$ cat src/asdp_regs.vh
// constants for the serial data port of the eight-channel converter
// assumes a 25 MHz system clock and an AXI4-Lite master with 32-bit data
`ifndef ASDP_REGS_VH
`define ASDP_REGS_VH

// register byte offsets
`define ASDP_OFS_CONFIG  8'h00
`define ASDP_OFS_RESULT  8'h04
`define ASDP_OFS_CONTROL 8'h08
`define ASDP_OFS_STATUS  8'h0C

// config fields
`define ASDP_CFG_BIPOLAR 0
`define ASDP_CFG_RESET   1'h0

// result fields
`define ASDP_RES_W       12
`define ASDP_RES_RESET   12'h000

// control word: five bits, channel select in the top three
`define ASDP_CTRL_W      5
`define ASDP_CTRL_CH_LSB 2
`define ASDP_CTRL_RESET  5'h00

// status fields
`define ASDP_ST_RXBUSY   0
`define ASDP_ST_TXBUSY   1
`define ASDP_ST_PENDING  2
`define ASDP_ST_MASTER   3
`define ASDP_ST_RXCNT    8
`define ASDP_ST_CTCNT    16

// frame lengths in serial clock falling edges
`define ASDP_OUT_BITS    5'h10
`define ASDP_IN_BITS     3'h5

// synchroniser lanes
`define ASDP_SY_SCLK     0
`define ASDP_SY_RFS      1
`define ASDP_SY_TFS      2
`define ASDP_SY_DIN      3
`define ASDP_SY_CONV     4
`define ASDP_SY_MODE     5
`define ASDP_SY_W        6
`define ASDP_SY_RESET    6'h27

// bus answers
`define ASDP_RESP_OKAY   2'h0
`define ASDP_RESP_SLVERR 2'h2

`endif

$ cat src/asdp_serial_port.v
// serial data port: result word out, control word in, AXI4-Lite registers
// assumes the serial clock, frame syncs, data input, conversion clock and
// mode pin come from outside the clk domain; two-way pins are split into
// input, output and active-low enable
//
// Local design decisions: register access over AXI4-Lite and the address map.
`timescale 1ns/1ns
`include "asdp_regs.vh"

module asdp_serial_port (
  // clock and reset
  input  wire        clk,
  input  wire        reset,
  // AXI4-Lite write address
  input  wire        s_axi_awvalid,
  output wire        s_axi_awready,
  input  wire [7:0]  s_axi_awaddr,
  // AXI4-Lite write data
  input  wire        s_axi_wvalid,
  output wire        s_axi_wready,
  input  wire [31:0] s_axi_wdata,
  input  wire [3:0]  s_axi_wstrb,
  // AXI4-Lite write response
  output wire        s_axi_bvalid,
  input  wire        s_axi_bready,
  output wire [1:0]  s_axi_bresp,
  // AXI4-Lite read address
  input  wire        s_axi_arvalid,
  output wire        s_axi_arready,
  input  wire [7:0]  s_axi_araddr,
  // AXI4-Lite read data
  output wire        s_axi_rvalid,
  input  wire        s_axi_rready,
  output wire [31:0] s_axi_rdata,
  output wire [1:0]  s_axi_rresp,
  // mode and conversion clock pins
  input  wire        serialMasterSelect,
  input  wire        convClkIn,
  // serial clock pin
  input  wire        serialClkIn,
  output wire        serialClkOut,
  output wire        serialClkOeN,
  // receive frame sync pin
  input  wire        rxFrameSyncNIn,
  output wire        rxFrameSyncNOut,
  output wire        rxFrameSyncOeN,
  // transmit frame sync and data pins
  input  wire        txFrameSyncN,
  input  wire        dataIn,
  output wire        dataOut,
  output wire        dataOutOeN,
  // channel select to the analog multiplexer
  output wire        channelSelectBit0,
  output wire        channelSelectBit1,
  output wire        channelSelectBit2,
  output wire [4:0]  controlWord
);

  // byte-lane merge of a write into a register
  function [31:0] byteMerge;
    input [31:0] oldVal;
    input [31:0] newVal;
    input [3:0]  strb;
    integer      i;
    begin
      byteMerge = oldVal;
      for (i = 0; i < 4; i = i + 1) begin
        if (strb[i]) begin
          byteMerge[i*8 +: 8] = newVal[i*8 +: 8];
        end
      end
    end
  endfunction

  // true for an address that hits one of the four registers
  function isMapped;
    input [7:0] addr;
    begin
      isMapped = (addr[7:4] == 4'h0);
    end
  endfunction

  // pin synchronisers
  reg  [`ASDP_SY_W-1:0]  syncA_ff;
  reg  [`ASDP_SY_W-1:0]  syncB_ff;
  wire [`ASDP_SY_W-1:0]  pinsRaw;

  assign pinsRaw = {serialMasterSelect, convClkIn, dataIn,
                    txFrameSyncN, rxFrameSyncNIn, serialClkIn};

  always @(posedge clk or posedge reset) begin
    if (reset) begin
      syncA_ff <= `ASDP_SY_RESET;
      syncB_ff <= `ASDP_SY_RESET;
    end else begin
      syncA_ff <= pinsRaw;
      syncB_ff <= syncA_ff;
    end
  end

  // register file state
  reg                    bipolar_ff;
  reg  [`ASDP_RES_W-1:0] result_ff;
  reg                    pending_ff;
  reg  [`ASDP_CTRL_W-1:0] ctrl_ff;
  reg  [7:0]             rxFrames_ff;
  reg  [7:0]             ctrlLoads_ff;

  // serial engine state
  reg                    sclkGen_ff;
  reg                    rfsGen_ff;
  reg                    sclkPrev_ff;
  reg                    convPrev_ff;
  reg                    rxPrev_ff;
  reg                    txPrev_ff;
  reg  [15:0]            shiftOut_ff;
  reg  [4:0]             outCnt_ff;
  reg                    dataOut_ff;
  reg                    dataOutOeN_ff;
  reg  [3:0]             shiftIn_ff;
  reg  [2:0]             inCnt_ff;

  wire masterMode = ~syncB_ff[`ASDP_SY_MODE];
  wire sclkLvl    = masterMode ? sclkGen_ff : syncB_ff[`ASDP_SY_SCLK];
  wire rxFrameN   = masterMode ? rfsGen_ff : syncB_ff[`ASDP_SY_RFS];
  wire txFrameN   = syncB_ff[`ASDP_SY_TFS];
  wire sclkFall   = sclkPrev_ff & ~sclkLvl;
  wire sclkRise   = ~sclkPrev_ff & sclkLvl;
  wire convRise   = ~convPrev_ff & syncB_ff[`ASDP_SY_CONV];
  wire rxStart    = rxPrev_ff & ~rxFrameN;
  wire txStart    = txPrev_ff & ~txFrameN;

  // bipolar range flips the sign bit of the offset-binary code
  wire [`ASDP_RES_W-1:0] codeOut = {result_ff[`ASDP_RES_W-1] ^ bipolar_ff,
                                    result_ff[`ASDP_RES_W-2:0]};
  wire [15:0]            wordOut = {1'b0, ctrl_ff[`ASDP_CTRL_W-1:`ASDP_CTRL_CH_LSB],
                                    codeOut};

  // edge history
  always @(posedge clk or posedge reset) begin
    if (reset) begin
      sclkPrev_ff <= 1'b1;
      convPrev_ff <= 1'b0;
      rxPrev_ff   <= 1'b1;
      txPrev_ff   <= 1'b1;
    end else begin
      sclkPrev_ff <= sclkLvl;
      convPrev_ff <= syncB_ff[`ASDP_SY_CONV];
      rxPrev_ff   <= rxFrameN;
      txPrev_ff   <= txFrameN;
    end
  end

  // master clock and frame generation
  always @(posedge clk or posedge reset) begin
    if (reset) begin
      sclkGen_ff <= 1'b1;
      rfsGen_ff  <= 1'b1;
    end else if (!masterMode) begin
      sclkGen_ff <= 1'b1;
      rfsGen_ff  <= 1'b1;
    end else if (convRise) begin
      sclkGen_ff <= ~sclkGen_ff;
      if (!sclkGen_ff) begin
        if (rfsGen_ff && pending_ff) begin
          rfsGen_ff <= 1'b0;
        end else if (!rfsGen_ff && outCnt_ff == `ASDP_OUT_BITS) begin
          rfsGen_ff <= 1'b1;
        end
      end
    end
  end

  // result word shifter
  always @(posedge clk or posedge reset) begin
    if (reset) begin
      shiftOut_ff   <= 16'h0000;
      outCnt_ff     <= `ASDP_OUT_BITS;
      dataOut_ff    <= 1'b0;
      dataOutOeN_ff <= 1'b1;
      rxFrames_ff   <= 8'h00;
    end else begin
      dataOutOeN_ff <= rxFrameN;
      if (rxStart) begin
        shiftOut_ff <= wordOut;
        dataOut_ff  <= wordOut[15];
        outCnt_ff   <= 5'h00;
        rxFrames_ff <= rxFrames_ff + 8'h01;
      end else if (!rxFrameN) begin
        if (sclkFall && outCnt_ff != `ASDP_OUT_BITS) begin
          outCnt_ff <= outCnt_ff + 5'h01;
        end
        if (sclkRise && outCnt_ff != 5'h00 && outCnt_ff != `ASDP_OUT_BITS) begin
          shiftOut_ff <= {shiftOut_ff[14:0], 1'b0};
          dataOut_ff  <= shiftOut_ff[14];
        end
      end
    end
  end

  // control word capture
  always @(posedge clk or posedge reset) begin
    if (reset) begin
      shiftIn_ff   <= 4'h0;
      inCnt_ff     <= `ASDP_IN_BITS;
      ctrl_ff      <= `ASDP_CTRL_RESET;
      ctrlLoads_ff <= 8'h00;
    end else if (txStart) begin
      inCnt_ff <= 3'h0;
    end else if (sclkFall && !txFrameN && inCnt_ff != `ASDP_IN_BITS) begin
      shiftIn_ff <= {shiftIn_ff[2:0], syncB_ff[`ASDP_SY_DIN]};
      inCnt_ff   <= inCnt_ff + 3'h1;
      if (inCnt_ff == `ASDP_IN_BITS - 3'h1) begin
        ctrl_ff      <= {shiftIn_ff, syncB_ff[`ASDP_SY_DIN]};
        ctrlLoads_ff <= ctrlLoads_ff + 8'h01;
      end
    end
  end

  // AXI4-Lite slave
  reg        awHeld_ff;
  reg  [7:0] awAddr_ff;
  reg        wHeld_ff;
  reg [31:0] wData_ff;
  reg  [3:0] wStrb_ff;
  reg        bvalid_ff;
  reg  [1:0] bresp_ff;
  reg        rvalid_ff;
  reg [31:0] rdata_ff;
  reg  [1:0] rresp_ff;
  reg [31:0] readMux;
  wire       doWrite     = awHeld_ff & wHeld_ff & ~bvalid_ff;
  wire       resultWrite = doWrite & (awAddr_ff == `ASDP_OFS_RESULT);
  wire [31:0] cfgMerged  = byteMerge({31'h00000000, bipolar_ff}, wData_ff, wStrb_ff);
  wire [31:0] resMerged  = byteMerge({20'h00000, result_ff}, wData_ff, wStrb_ff);

  assign s_axi_awready = ~awHeld_ff & ~bvalid_ff;
  assign s_axi_wready  = ~wHeld_ff & ~bvalid_ff;
  assign s_axi_bvalid  = bvalid_ff;
  assign s_axi_bresp   = bresp_ff;
  assign s_axi_arready = ~rvalid_ff;
  assign s_axi_rvalid  = rvalid_ff;
  assign s_axi_rdata   = rdata_ff;
  assign s_axi_rresp   = rresp_ff;

  always @* begin
    readMux = 32'h00000000;
    case ({s_axi_araddr[7:2], 2'h0})
      `ASDP_OFS_CONFIG:  readMux[`ASDP_CFG_BIPOLAR] = bipolar_ff;
      `ASDP_OFS_RESULT:  readMux[`ASDP_RES_W-1:0] = result_ff;
      `ASDP_OFS_CONTROL: readMux[`ASDP_CTRL_W-1:0] = ctrl_ff;
      `ASDP_OFS_STATUS: begin
        readMux[`ASDP_ST_RXBUSY]    = ~rxFrameN;
        readMux[`ASDP_ST_TXBUSY]    = ~txFrameN;
        readMux[`ASDP_ST_PENDING]   = pending_ff;
        readMux[`ASDP_ST_MASTER]    = masterMode;
        readMux[`ASDP_ST_RXCNT +: 8] = rxFrames_ff;
        readMux[`ASDP_ST_CTCNT +: 8] = ctrlLoads_ff;
      end
      default: readMux = 32'h00000000;
    endcase
  end

  always @(posedge clk or posedge reset) begin
    if (reset) begin
      awHeld_ff  <= 1'b0;
      awAddr_ff  <= 8'h00;
      wHeld_ff   <= 1'b0;
      wData_ff   <= 32'h00000000;
      wStrb_ff   <= 4'h0;
      bvalid_ff  <= 1'b0;
      bresp_ff   <= `ASDP_RESP_OKAY;
      rvalid_ff  <= 1'b0;
      rdata_ff   <= 32'h00000000;
      rresp_ff   <= `ASDP_RESP_OKAY;
      bipolar_ff <= `ASDP_CFG_RESET;
      result_ff  <= `ASDP_RES_RESET;
    end else begin
      if (s_axi_awvalid && s_axi_awready) begin
        awHeld_ff <= 1'b1;
        awAddr_ff <= {s_axi_awaddr[7:2], 2'h0};
      end
      if (s_axi_wvalid && s_axi_wready) begin
        wHeld_ff <= 1'b1;
        wData_ff <= s_axi_wdata;
        wStrb_ff <= s_axi_wstrb;
      end
      if (doWrite) begin
        awHeld_ff <= 1'b0;
        wHeld_ff  <= 1'b0;
        bvalid_ff <= 1'b1;
        bresp_ff  <= isMapped(awAddr_ff) ? `ASDP_RESP_OKAY : `ASDP_RESP_SLVERR;
        if (awAddr_ff == `ASDP_OFS_CONFIG) begin
          bipolar_ff <= cfgMerged[`ASDP_CFG_BIPOLAR];
        end
        if (awAddr_ff == `ASDP_OFS_RESULT) begin
          result_ff <= resMerged[`ASDP_RES_W-1:0];
        end
      end else if (bvalid_ff && s_axi_bready) begin
        bvalid_ff <= 1'b0;
      end
      if (s_axi_arvalid && s_axi_arready) begin
        rvalid_ff <= 1'b1;
        rdata_ff  <= readMux;
        rresp_ff  <= isMapped(s_axi_araddr) ? `ASDP_RESP_OKAY : `ASDP_RESP_SLVERR;
      end else if (rvalid_ff && s_axi_rready) begin
        rvalid_ff <= 1'b0;
      end
    end
  end

  // a fresh result write wins over the frame that consumes the old one
  always @(posedge clk or posedge reset) begin
    if (reset) begin
      pending_ff <= 1'b0;
    end else if (resultWrite) begin
      pending_ff <= 1'b1;
    end else if (rxStart) begin
      pending_ff <= 1'b0;
    end
  end

  // pin drive; enables are low while driving
  assign serialClkOut    = sclkGen_ff;
  assign serialClkOeN    = ~masterMode;
  assign rxFrameSyncNOut = rfsGen_ff;
  assign rxFrameSyncOeN  = ~masterMode;
  assign dataOut         = dataOut_ff;
  assign dataOutOeN      = dataOutOeN_ff;

  // channel routing to the multiplexer
  assign channelSelectBit0 = ctrl_ff[`ASDP_CTRL_CH_LSB];
  assign channelSelectBit1 = ctrl_ff[`ASDP_CTRL_CH_LSB + 1];
  assign channelSelectBit2 = ctrl_ff[`ASDP_CTRL_CH_LSB + 2];
  assign controlWord       = ctrl_ff;

endmodule

$ cat config.mk
export PLATFORM = sky130hd
export DESIGN_NAME = asdp_serial_port
export DESIGN_NICKNAME = d
export VERILOG_FILES = /design/src/asdp_serial_port.v
export VERILOG_INCLUDE_DIRS = /design/src
export SDC_FILE = /design/constraint.sdc
export NUM_CORES = 1
export LEC_CHECK = 0
export ABC_AREA = 0
export BUFFER_PORTS_ARGS = -buffer_cell sky130_fd_sc_hd__buf_4
export CAP_MARGIN = 10
export CORE_ASPECT_RATIO = 0.9
export CORE_MARGIN = 2
export CORE_UTILIZATION = 30
export CTS_CLUSTER_SIZE = 28
export DETAILED_ROUTE_END_ITERATION = 8
export PLACE_DENSITY_LB_ADDON = 0.1
export SLEW_MARGIN = 10
export SYNTH_ARGS = -nofsm -noshare
export SYNTH_HDL_FRONTEND = slang
export SYNTH_SLANG_ARGS = --single-unit
$ cat constraint.sdc
create_clock -name clk -period 6.4 [get_ports clk]
set_input_delay 0.96 -clock clk [delete_from_list [all_inputs] [get_ports clk]]
set_output_delay 0.96 -clock clk [all_outputs]
set_load 0.005 [all_outputs]
==> flow_summary.json, run 1 <==
{
  "status": "complete, no violations",
  "dp_hpwl_mm": 8.45,
  "diodes": 0,
  "use_met2_pct": 20.5,
  "cts_hold_buffers": 0,
  "tns_ns": 0,
  "hold_depth": 0,
  "drt_first_pass_iters": 4,
  "ys_warn_count": 0,
  "cp-end-kind": "flop",
  "ys_types": 56,
  "grt_remaining_overflow": 0,
  "core_area_um2": 18300,
  "skew_ns": 0.0104,
  "clk_pin_slew_ns": 0.06,
  "max_slew_margin_pct": 35.8,
  "cts_setup_buffers": 0,
  "power_density_nw_per_um2": 350,
  "drv_cap": 0,
  "drc": 0,
  "cp-start-kind": "flop",
  "fin_crit_sh_pct": 40.3,
  "cts_resized": 0,
  "initial_core_util_pct": 30.5,
  "grt_antenna_before_repair": 0,
  "rsz0062_at_grt": "false",
  "arrival_ns": 2.91,
  "synth_cells": 459,
  "cts_tree": "built",
  "ys.flop_type": "dfrtp_1",
  "wl_per_cell_um": 15.4,
  "synth_seq_cells": 131,
  "synth_area_um2": 5580,
  "num_io_pins": 120,
  "io_buffers": 83,
  "cp_max_fo": 21,
  "synth_top_area_share_pct": 51.6,
  "hold_ws_ns": 0.350,
  "p_leak_nw": 3.21,
  "multiInputGateArea_um2": 2040,
  "clk_latency_ns": 0.41,
  "grt_util_met1_pct": 17.2,
  "numClockSinks": 131,
  "drtIter0Drc": 173,
  "die_x_um": 148,
  "peakVddDrop_mv": 0.185,
  "placed_area_um2": 6360,
  "slew_violations": 0,
  "finalInstanceArea_um2": 6960,
  "n_fill_cell": 1779,
  "ys_seq_area_share_pct": 59.1,
  "ctsHtreeMaxLevel": 4,
  "cts_root_buffer": "clkbuf_16",
  "grt.busiest_layer": "met2",
  "max_freq_ghz": 0.388,
  "cts_buffer_depth": 2,
  "nNetsFinal": 610,
  "die_y_um": 133,
  "gp_congestion": 0.778,
  "hold_viol_final": 0,
  "critPathKind": "reg -> reg",
  "track_usage_pct": 13.0,
  "antenna_left": 0,
  "grt_pass1_wl_mm": 20.0,
  "min_period_ns": 2.58,
  "grt_pass1_vias": 3701,
  "synth_common_cells": "dfrtp_1 (115), nand2_1 (55), mux2_2 (38), nand3_1 (21)",
  "async_flop_share_pct": 100,
  "use_met3_pct": 4.32,
  "vias": 3639,
  "cts_made_buffers": 17,
  "rr_worst_depth": 5,
  "wirelength_mm": 12.3,
  "dieArea_um2": 19700,
  "drive_above_1_share_pct": 33.2,
  "yosysTopAreaCell": "dfrtp_1",
  "hold_class": "reg -> reg",
  "avgSynthCellArea_um2": 12.2,
  "yosysMostFrequentCell": "dfrtp_1",
  "r2r_slack_ns": 3.82,
  "required_ns": 6.74,
  "vias_per_cell": 4.57,
  "rows": 47,
  "tightest_slew_ns": 0.964,
  "synth_edf_count": 0,
  "area_delta_synth_final_pct": 24.8,
  "seq_area_um2": 3300,
  "synth_area_leaders": "dfrtp_1 (52%), mux2_2 (7.7%), dfstp_2 (7.5%), nand2_1 (3.7%), a22o_1 (2.7%)",
  "finalSetupViolations": 0,
  "grt_max_degree": 76
}
## registers in the layout, summed over array words and instances, names as in the netlist, 2 cells and up
register and count:
outCnt_ff 5, shiftIn_ff 4, rxFrames_ff 8, wData_ff 12, syncB_ff 6, ctrlLoads_ff 8
result_ff 12, inCnt_ff 3, shiftOut_ff 15, wStrb_ff 2, s_axi_rdata 24, syncA_ff 6
controlWord 5, awAddr_ff 6
## critical path, stage by stage (launching register included)
cell and delay [ns]:
dfstp_2 0.65, mux2i_2 0.40, nand2_1 0.48, buf_4 0.38, nor4_1 0.41, xor2_1 0.17
## layout make-up
cell class / count / area share, %
Sequential cell: 131 / 47.4
Multi-Input combinational cell: 286 / 29.4
Timing Repair Buffer: 86 / 9.27
Clock buffer: 27 / 7.22
Tap cell: 245 / 4.40
Clock inverter: 5 / 1.44
Inverter: 16 / 0.934
## power breakdown
part / internal, mW / switching, mW
clock: 0.654 / 0.339
combinational: 0.190 / 0.141
sequential: 0.992 / 0.122
total: 1.84 / 0.602
## path summary, 6_finish.rpt
path	startpoint	to
worst max-delay path	syncB_ff[5]$_DFF_PP1_	rxFrames_ff[7]$_DFFE_PP0P_
worst min-delay path	syncA_ff[3]$_DFF_PP0_	syncB_ff[3]$_DFF_PP0_
worst max register to register	syncB_ff[5]$_DFF_PP1_	rxFrames_ff[7]$_DFFE_PP0P_
worst min register to register	syncA_ff[3]$_DFF_PP0_	syncB_ff[3]$_DFF_PP0_
max in group asynchronous	reset	syncA_ff[4]$_DFF_PP0_
min in group asynchronous	reset	wData_ff[6]$_DFFE_PP0P_
## cell usage in the layout, fill, tap and decap left out, types with 7 or more instances in the layout
master	instances
ha_1	7
mux2_2	38
a22o_1	17
inv_1	14
buf_4	86
nand3_1	21
o211ai_1	17
clkbuf_16	17
xnor2_1	10
conb_1	10
o21ai_0	15
nand2_1	55
dfstp_2	16
dfrtp_1	115
nor2_1	14
## stage by stage
stage | util, % | setup slack (ns) | instances | total power, mW
detailed placement | 34.8 | 3.37 | 764 | 1.47
CTS | 38.1 | 3.78 | 796 | 2.48
global route | 38.1 | 3.59 | 796 | 2.57
global placement | 34.8 | 3.39 | 764 | 1.46
floorplan | - | 1.97 | 468 | 1.34
finish | 38.1 | 3.82 | 796 | 2.44
## logic make-up after synthesis
logic type | synth area share, %
adder cells (fa/ha/maj) | 1.57
multiplexers | 11.2
AND/OR/NAND/NOR | 11.8
other | 0.0672
buffers and inverters | 4.84
XOR/XNOR | 2.35
AO/OA/AOI/OAI | 8.97
flip-flops | 59.1
## layer usage
metal  vias up  share of wire [%]
met5         -                  0
met2        63                 48
met4         0                1.1
met3        11                3.8
met1      1808                 47
li1       1757                  -
No activity file was read; power rests on OpenSTA's default activity.
==> inputs of run 2 (changes only) <==
ABC_AREA = 1   (was 0)
clock period = 2.2 ns   (was 6.4 ns; I/O delays follow)
==> flow_summary.json, run 2 <==
{
  "grt_pass1_wl_mm": 21.9,
  "hold_depth": 1,
  "cts_root_buffer": "clkbuf_16",
  "yosysTopAreaCell": "dfrtp_1",
  "core_area_um2": 19100,
  "grt_antenna_before_repair": 0,
  "status": "complete, no violations",
  "multiInputGateArea_um2": 2190,
  "final_cell_mix": "nand2_1 (203), dfrtp_1 (115), buf_4 (90), inv_1 (49), o21ai_0 (47)",
  "required_ns": 2.48,
  "min_from": "dataIn",
  "cts_tree": "built",
  "seq_area_um2": 3300,
  "slew_violations": 0,
  "largest_reg_flops": 24,
  "ctsHtreeMaxLevel": 4,
  "clk_latency_ns": 0.42,
  "dieArea_um2": 20600,
  "peakVddDrop_mv": 0.538,
  "antenna_left": 0,
  "nNetsFinal": 796,
  "hold_class": "in -> reg",
  "hold_end": "syncA_ff[3]$_DFF_PP0_",
  "fin_crit_sh_pct": 79.6,
  "drc": 0,
  "synth_cells": 628,
  "grt_pass1_vias": 4238,
  "cts_made_buffers": 17,
  "skew_ns": 0.0169,
  "drive_above_1_share_pct": 23.5,
  "ys_seq_area_share_pct": 56.5,
  "drv_cap": 0,
  "wl_per_cell_um": 13.4,
  "layout_commonest_cell": "nand2_1",
  "synth_common_cells": "nand2_1 (203), dfrtp_1 (115), inv_1 (50), o21ai_0 (47), nor2_1 (41)",
  "area_delta_synth_final_pct": 25.4,
  "grt_max_degree": 132,
  "initial_core_util_pct": 30.5,
  "ys.flop_type": "dfrtp_1",
  "num_io_pins": 120,
  "rr_worst_depth": 9,
  "grt_remaining_overflow": 0,
  "p_leak_nw": 3.58,
  "vias_per_cell": 4.39,
  "gp_congestion": 0.780,
  "clk_pin_slew_ns": 0.05,
  "cp-start-kind": "flop",
  "async_flop_share_pct": 100,
  "rsz0062_at_grt": "false",
  "synth_area_um2": 5830,
  "reg2reg_from": "outCnt_ff[0]$_DFFE_PP0P_",
  "synth_edf_count": 0,
  "rows": 48,
  "synth_top_area_share_pct": 49.3,
  "critPathKind": "reg -> reg",
  "max_freq_ghz": 0.571,
  "drtIter0Drc": 182,
  "tightest_slew_ns": 0.786,
  "io_buffers": 83,
  "avgSynthCellArea_um2": 9.29,
  "hold_viol_final": 0,
  "ys_types": 33,
  "power.total_mw": 6.94,
  "finalInstanceArea_um2": 7310,
  "n_fill_cell": 2013,
  "track_usage_pct": 14.0,
  "die_y_um": 136,
  "die_x_um": 151,
  "diodes": 0,
  "yosysMostFrequentCell": "nand2_1",
  "cp-end-kind": "flop",
  "r2r_end": "shiftOut_ff[12]$_DFFE_PP0P_",
  "dp_hpwl_mm": 9.34,
  "numClockSinks": 131,
  "cts_buffer_depth": 2,
  "vias": 4328,
  "arrival_ns": 2.03,
  "max_slew_margin_pct": 47.6,
  "r2r_slack_ns": 0.45,
  "power_density_nw_per_um2": 949,
  "min_period_ns": 1.75,
  "finalSetupViolations": 0,
  "drt_first_pass_iters": 4,
  "tns_ns": 0,
  "ys_warn_count": 0,
  "synth_seq_cells": 131,
  "synth_area_leaders": "dfrtp_1 (49%), nand2_1 (13%), dfstp_2 (7.2%), o21ai_0 (4.0%), mux2_2 (3.7%)",
  "wirelength_mm": 13.2,
  "cts_resized": 0,
  "placed_area_um2": 6690,
  "cp_max_fo": 19
}
-- run 2: layer usage --
layer / global-route usage [%] / wire length [um]
met1: 18.8 / 6350
met2: 21.3 / 6180
met3: 4.33 / 582
met4: 4.98 / 105
met5: 0 / 0
-- run 2: layout make-up --
type                    count  area share, %
clock inverters             5           1.06
inverters                  52           2.72
multi-input cells         426           29.9
clock buffers              27           6.74
well taps                 250           4.28
flip-flops and latches    131           45.1
repair buffers             96           10.2
-- run 2: cell families (layout without fill, tap and decap cells) --
| group | Yosys count | after routing | synth area share [%] |
|---|---|---|---|
| fa+ha+maj | 7 | 7 | 1.50 |
| mux | 19 | 19 | 3.67 |
| flops | 131 | 131 | 56.5 |
| xor+xnor | 11 | 11 | 1.65 |
| buf+inv | 80 | 180 | 6.54 |
| compound gates | 68 | 68 | 6.59 |
| simple gates | 311 | 311 | 23.4 |
| other cells | 1 | 10 | 0.0643 |
-- run 2: critical path, stage by stage (launching register included) --
cell	delay, ns
dfrtp_1	0.41
inv_1	0.09
ha_1	0.15
nand2_1	0.05
nor2_1	0.19
nor2_2	0.06
nand2_2	0.26
nand2_4	0.21
nand2_1	0.11
o21ai_0	0.08
-- run 2: worst max path at each step --
stage | from | depth (start not counted) | end
finish | outCnt_ff[0]$_DFFE_PP0P_ | 9 | shiftOut_ff[12]$_DFFE_PP0P_
floorplan | reset | 1 | awAddr_ff[2]$_DFFE_PP0P_
global placement | outCnt_ff[0]$_DFFE_PP0P_ | 9 | shiftOut_ff[12]$_DFFE_PP0P_
global route | outCnt_ff[0]$_DFFE_PP0P_ | 9 | shiftOut_ff[12]$_DFFE_PP0P_
detailed placement | outCnt_ff[0]$_DFFE_PP0P_ | 8 | shiftOut_ff[11]$_DFFE_PP0P_
CTS | outCnt_ff[0]$_DFFE_PP0P_ | 8 | shiftOut_ff[11]$_DFFE_PP0P_
-- run 2: per-stage QoR --
| stage | worst slack [ns] | utilization (%) | cells | hold WS [ns] |
|---|---|---|---|---|
| after floorplan | 0.260 | - | 637 | 0.331 |
| after global placement | 0.496 | 35.0 | 950 | 0.337 |
| after detailed placement | 0.433 | 35.0 | 950 | 0.344 |
| after CTS | 0.424 | 38.0 | 982 | 0.000439 |
| after global routing | 0.275 | 38.3 | 987 | 0.00601 |
| final | 0.449 | 38.3 | 987 | 0.0258 |
-- run 2: power by group --
group          total [mW]  internal, mW  switching (mW)
clock network        2.76          1.76            1.00
registers            3.13          2.85           0.281
logic                1.05         0.497           0.549
total                6.94          5.10            1.83
-- run 2: repair_timing --
| item | CTS | global route |
|---|---|---|
| hold buffers | 0 | 5 |
| setup buffers | 0 | 0 |
| endpoints found under the hold margin | 0 | 5 |
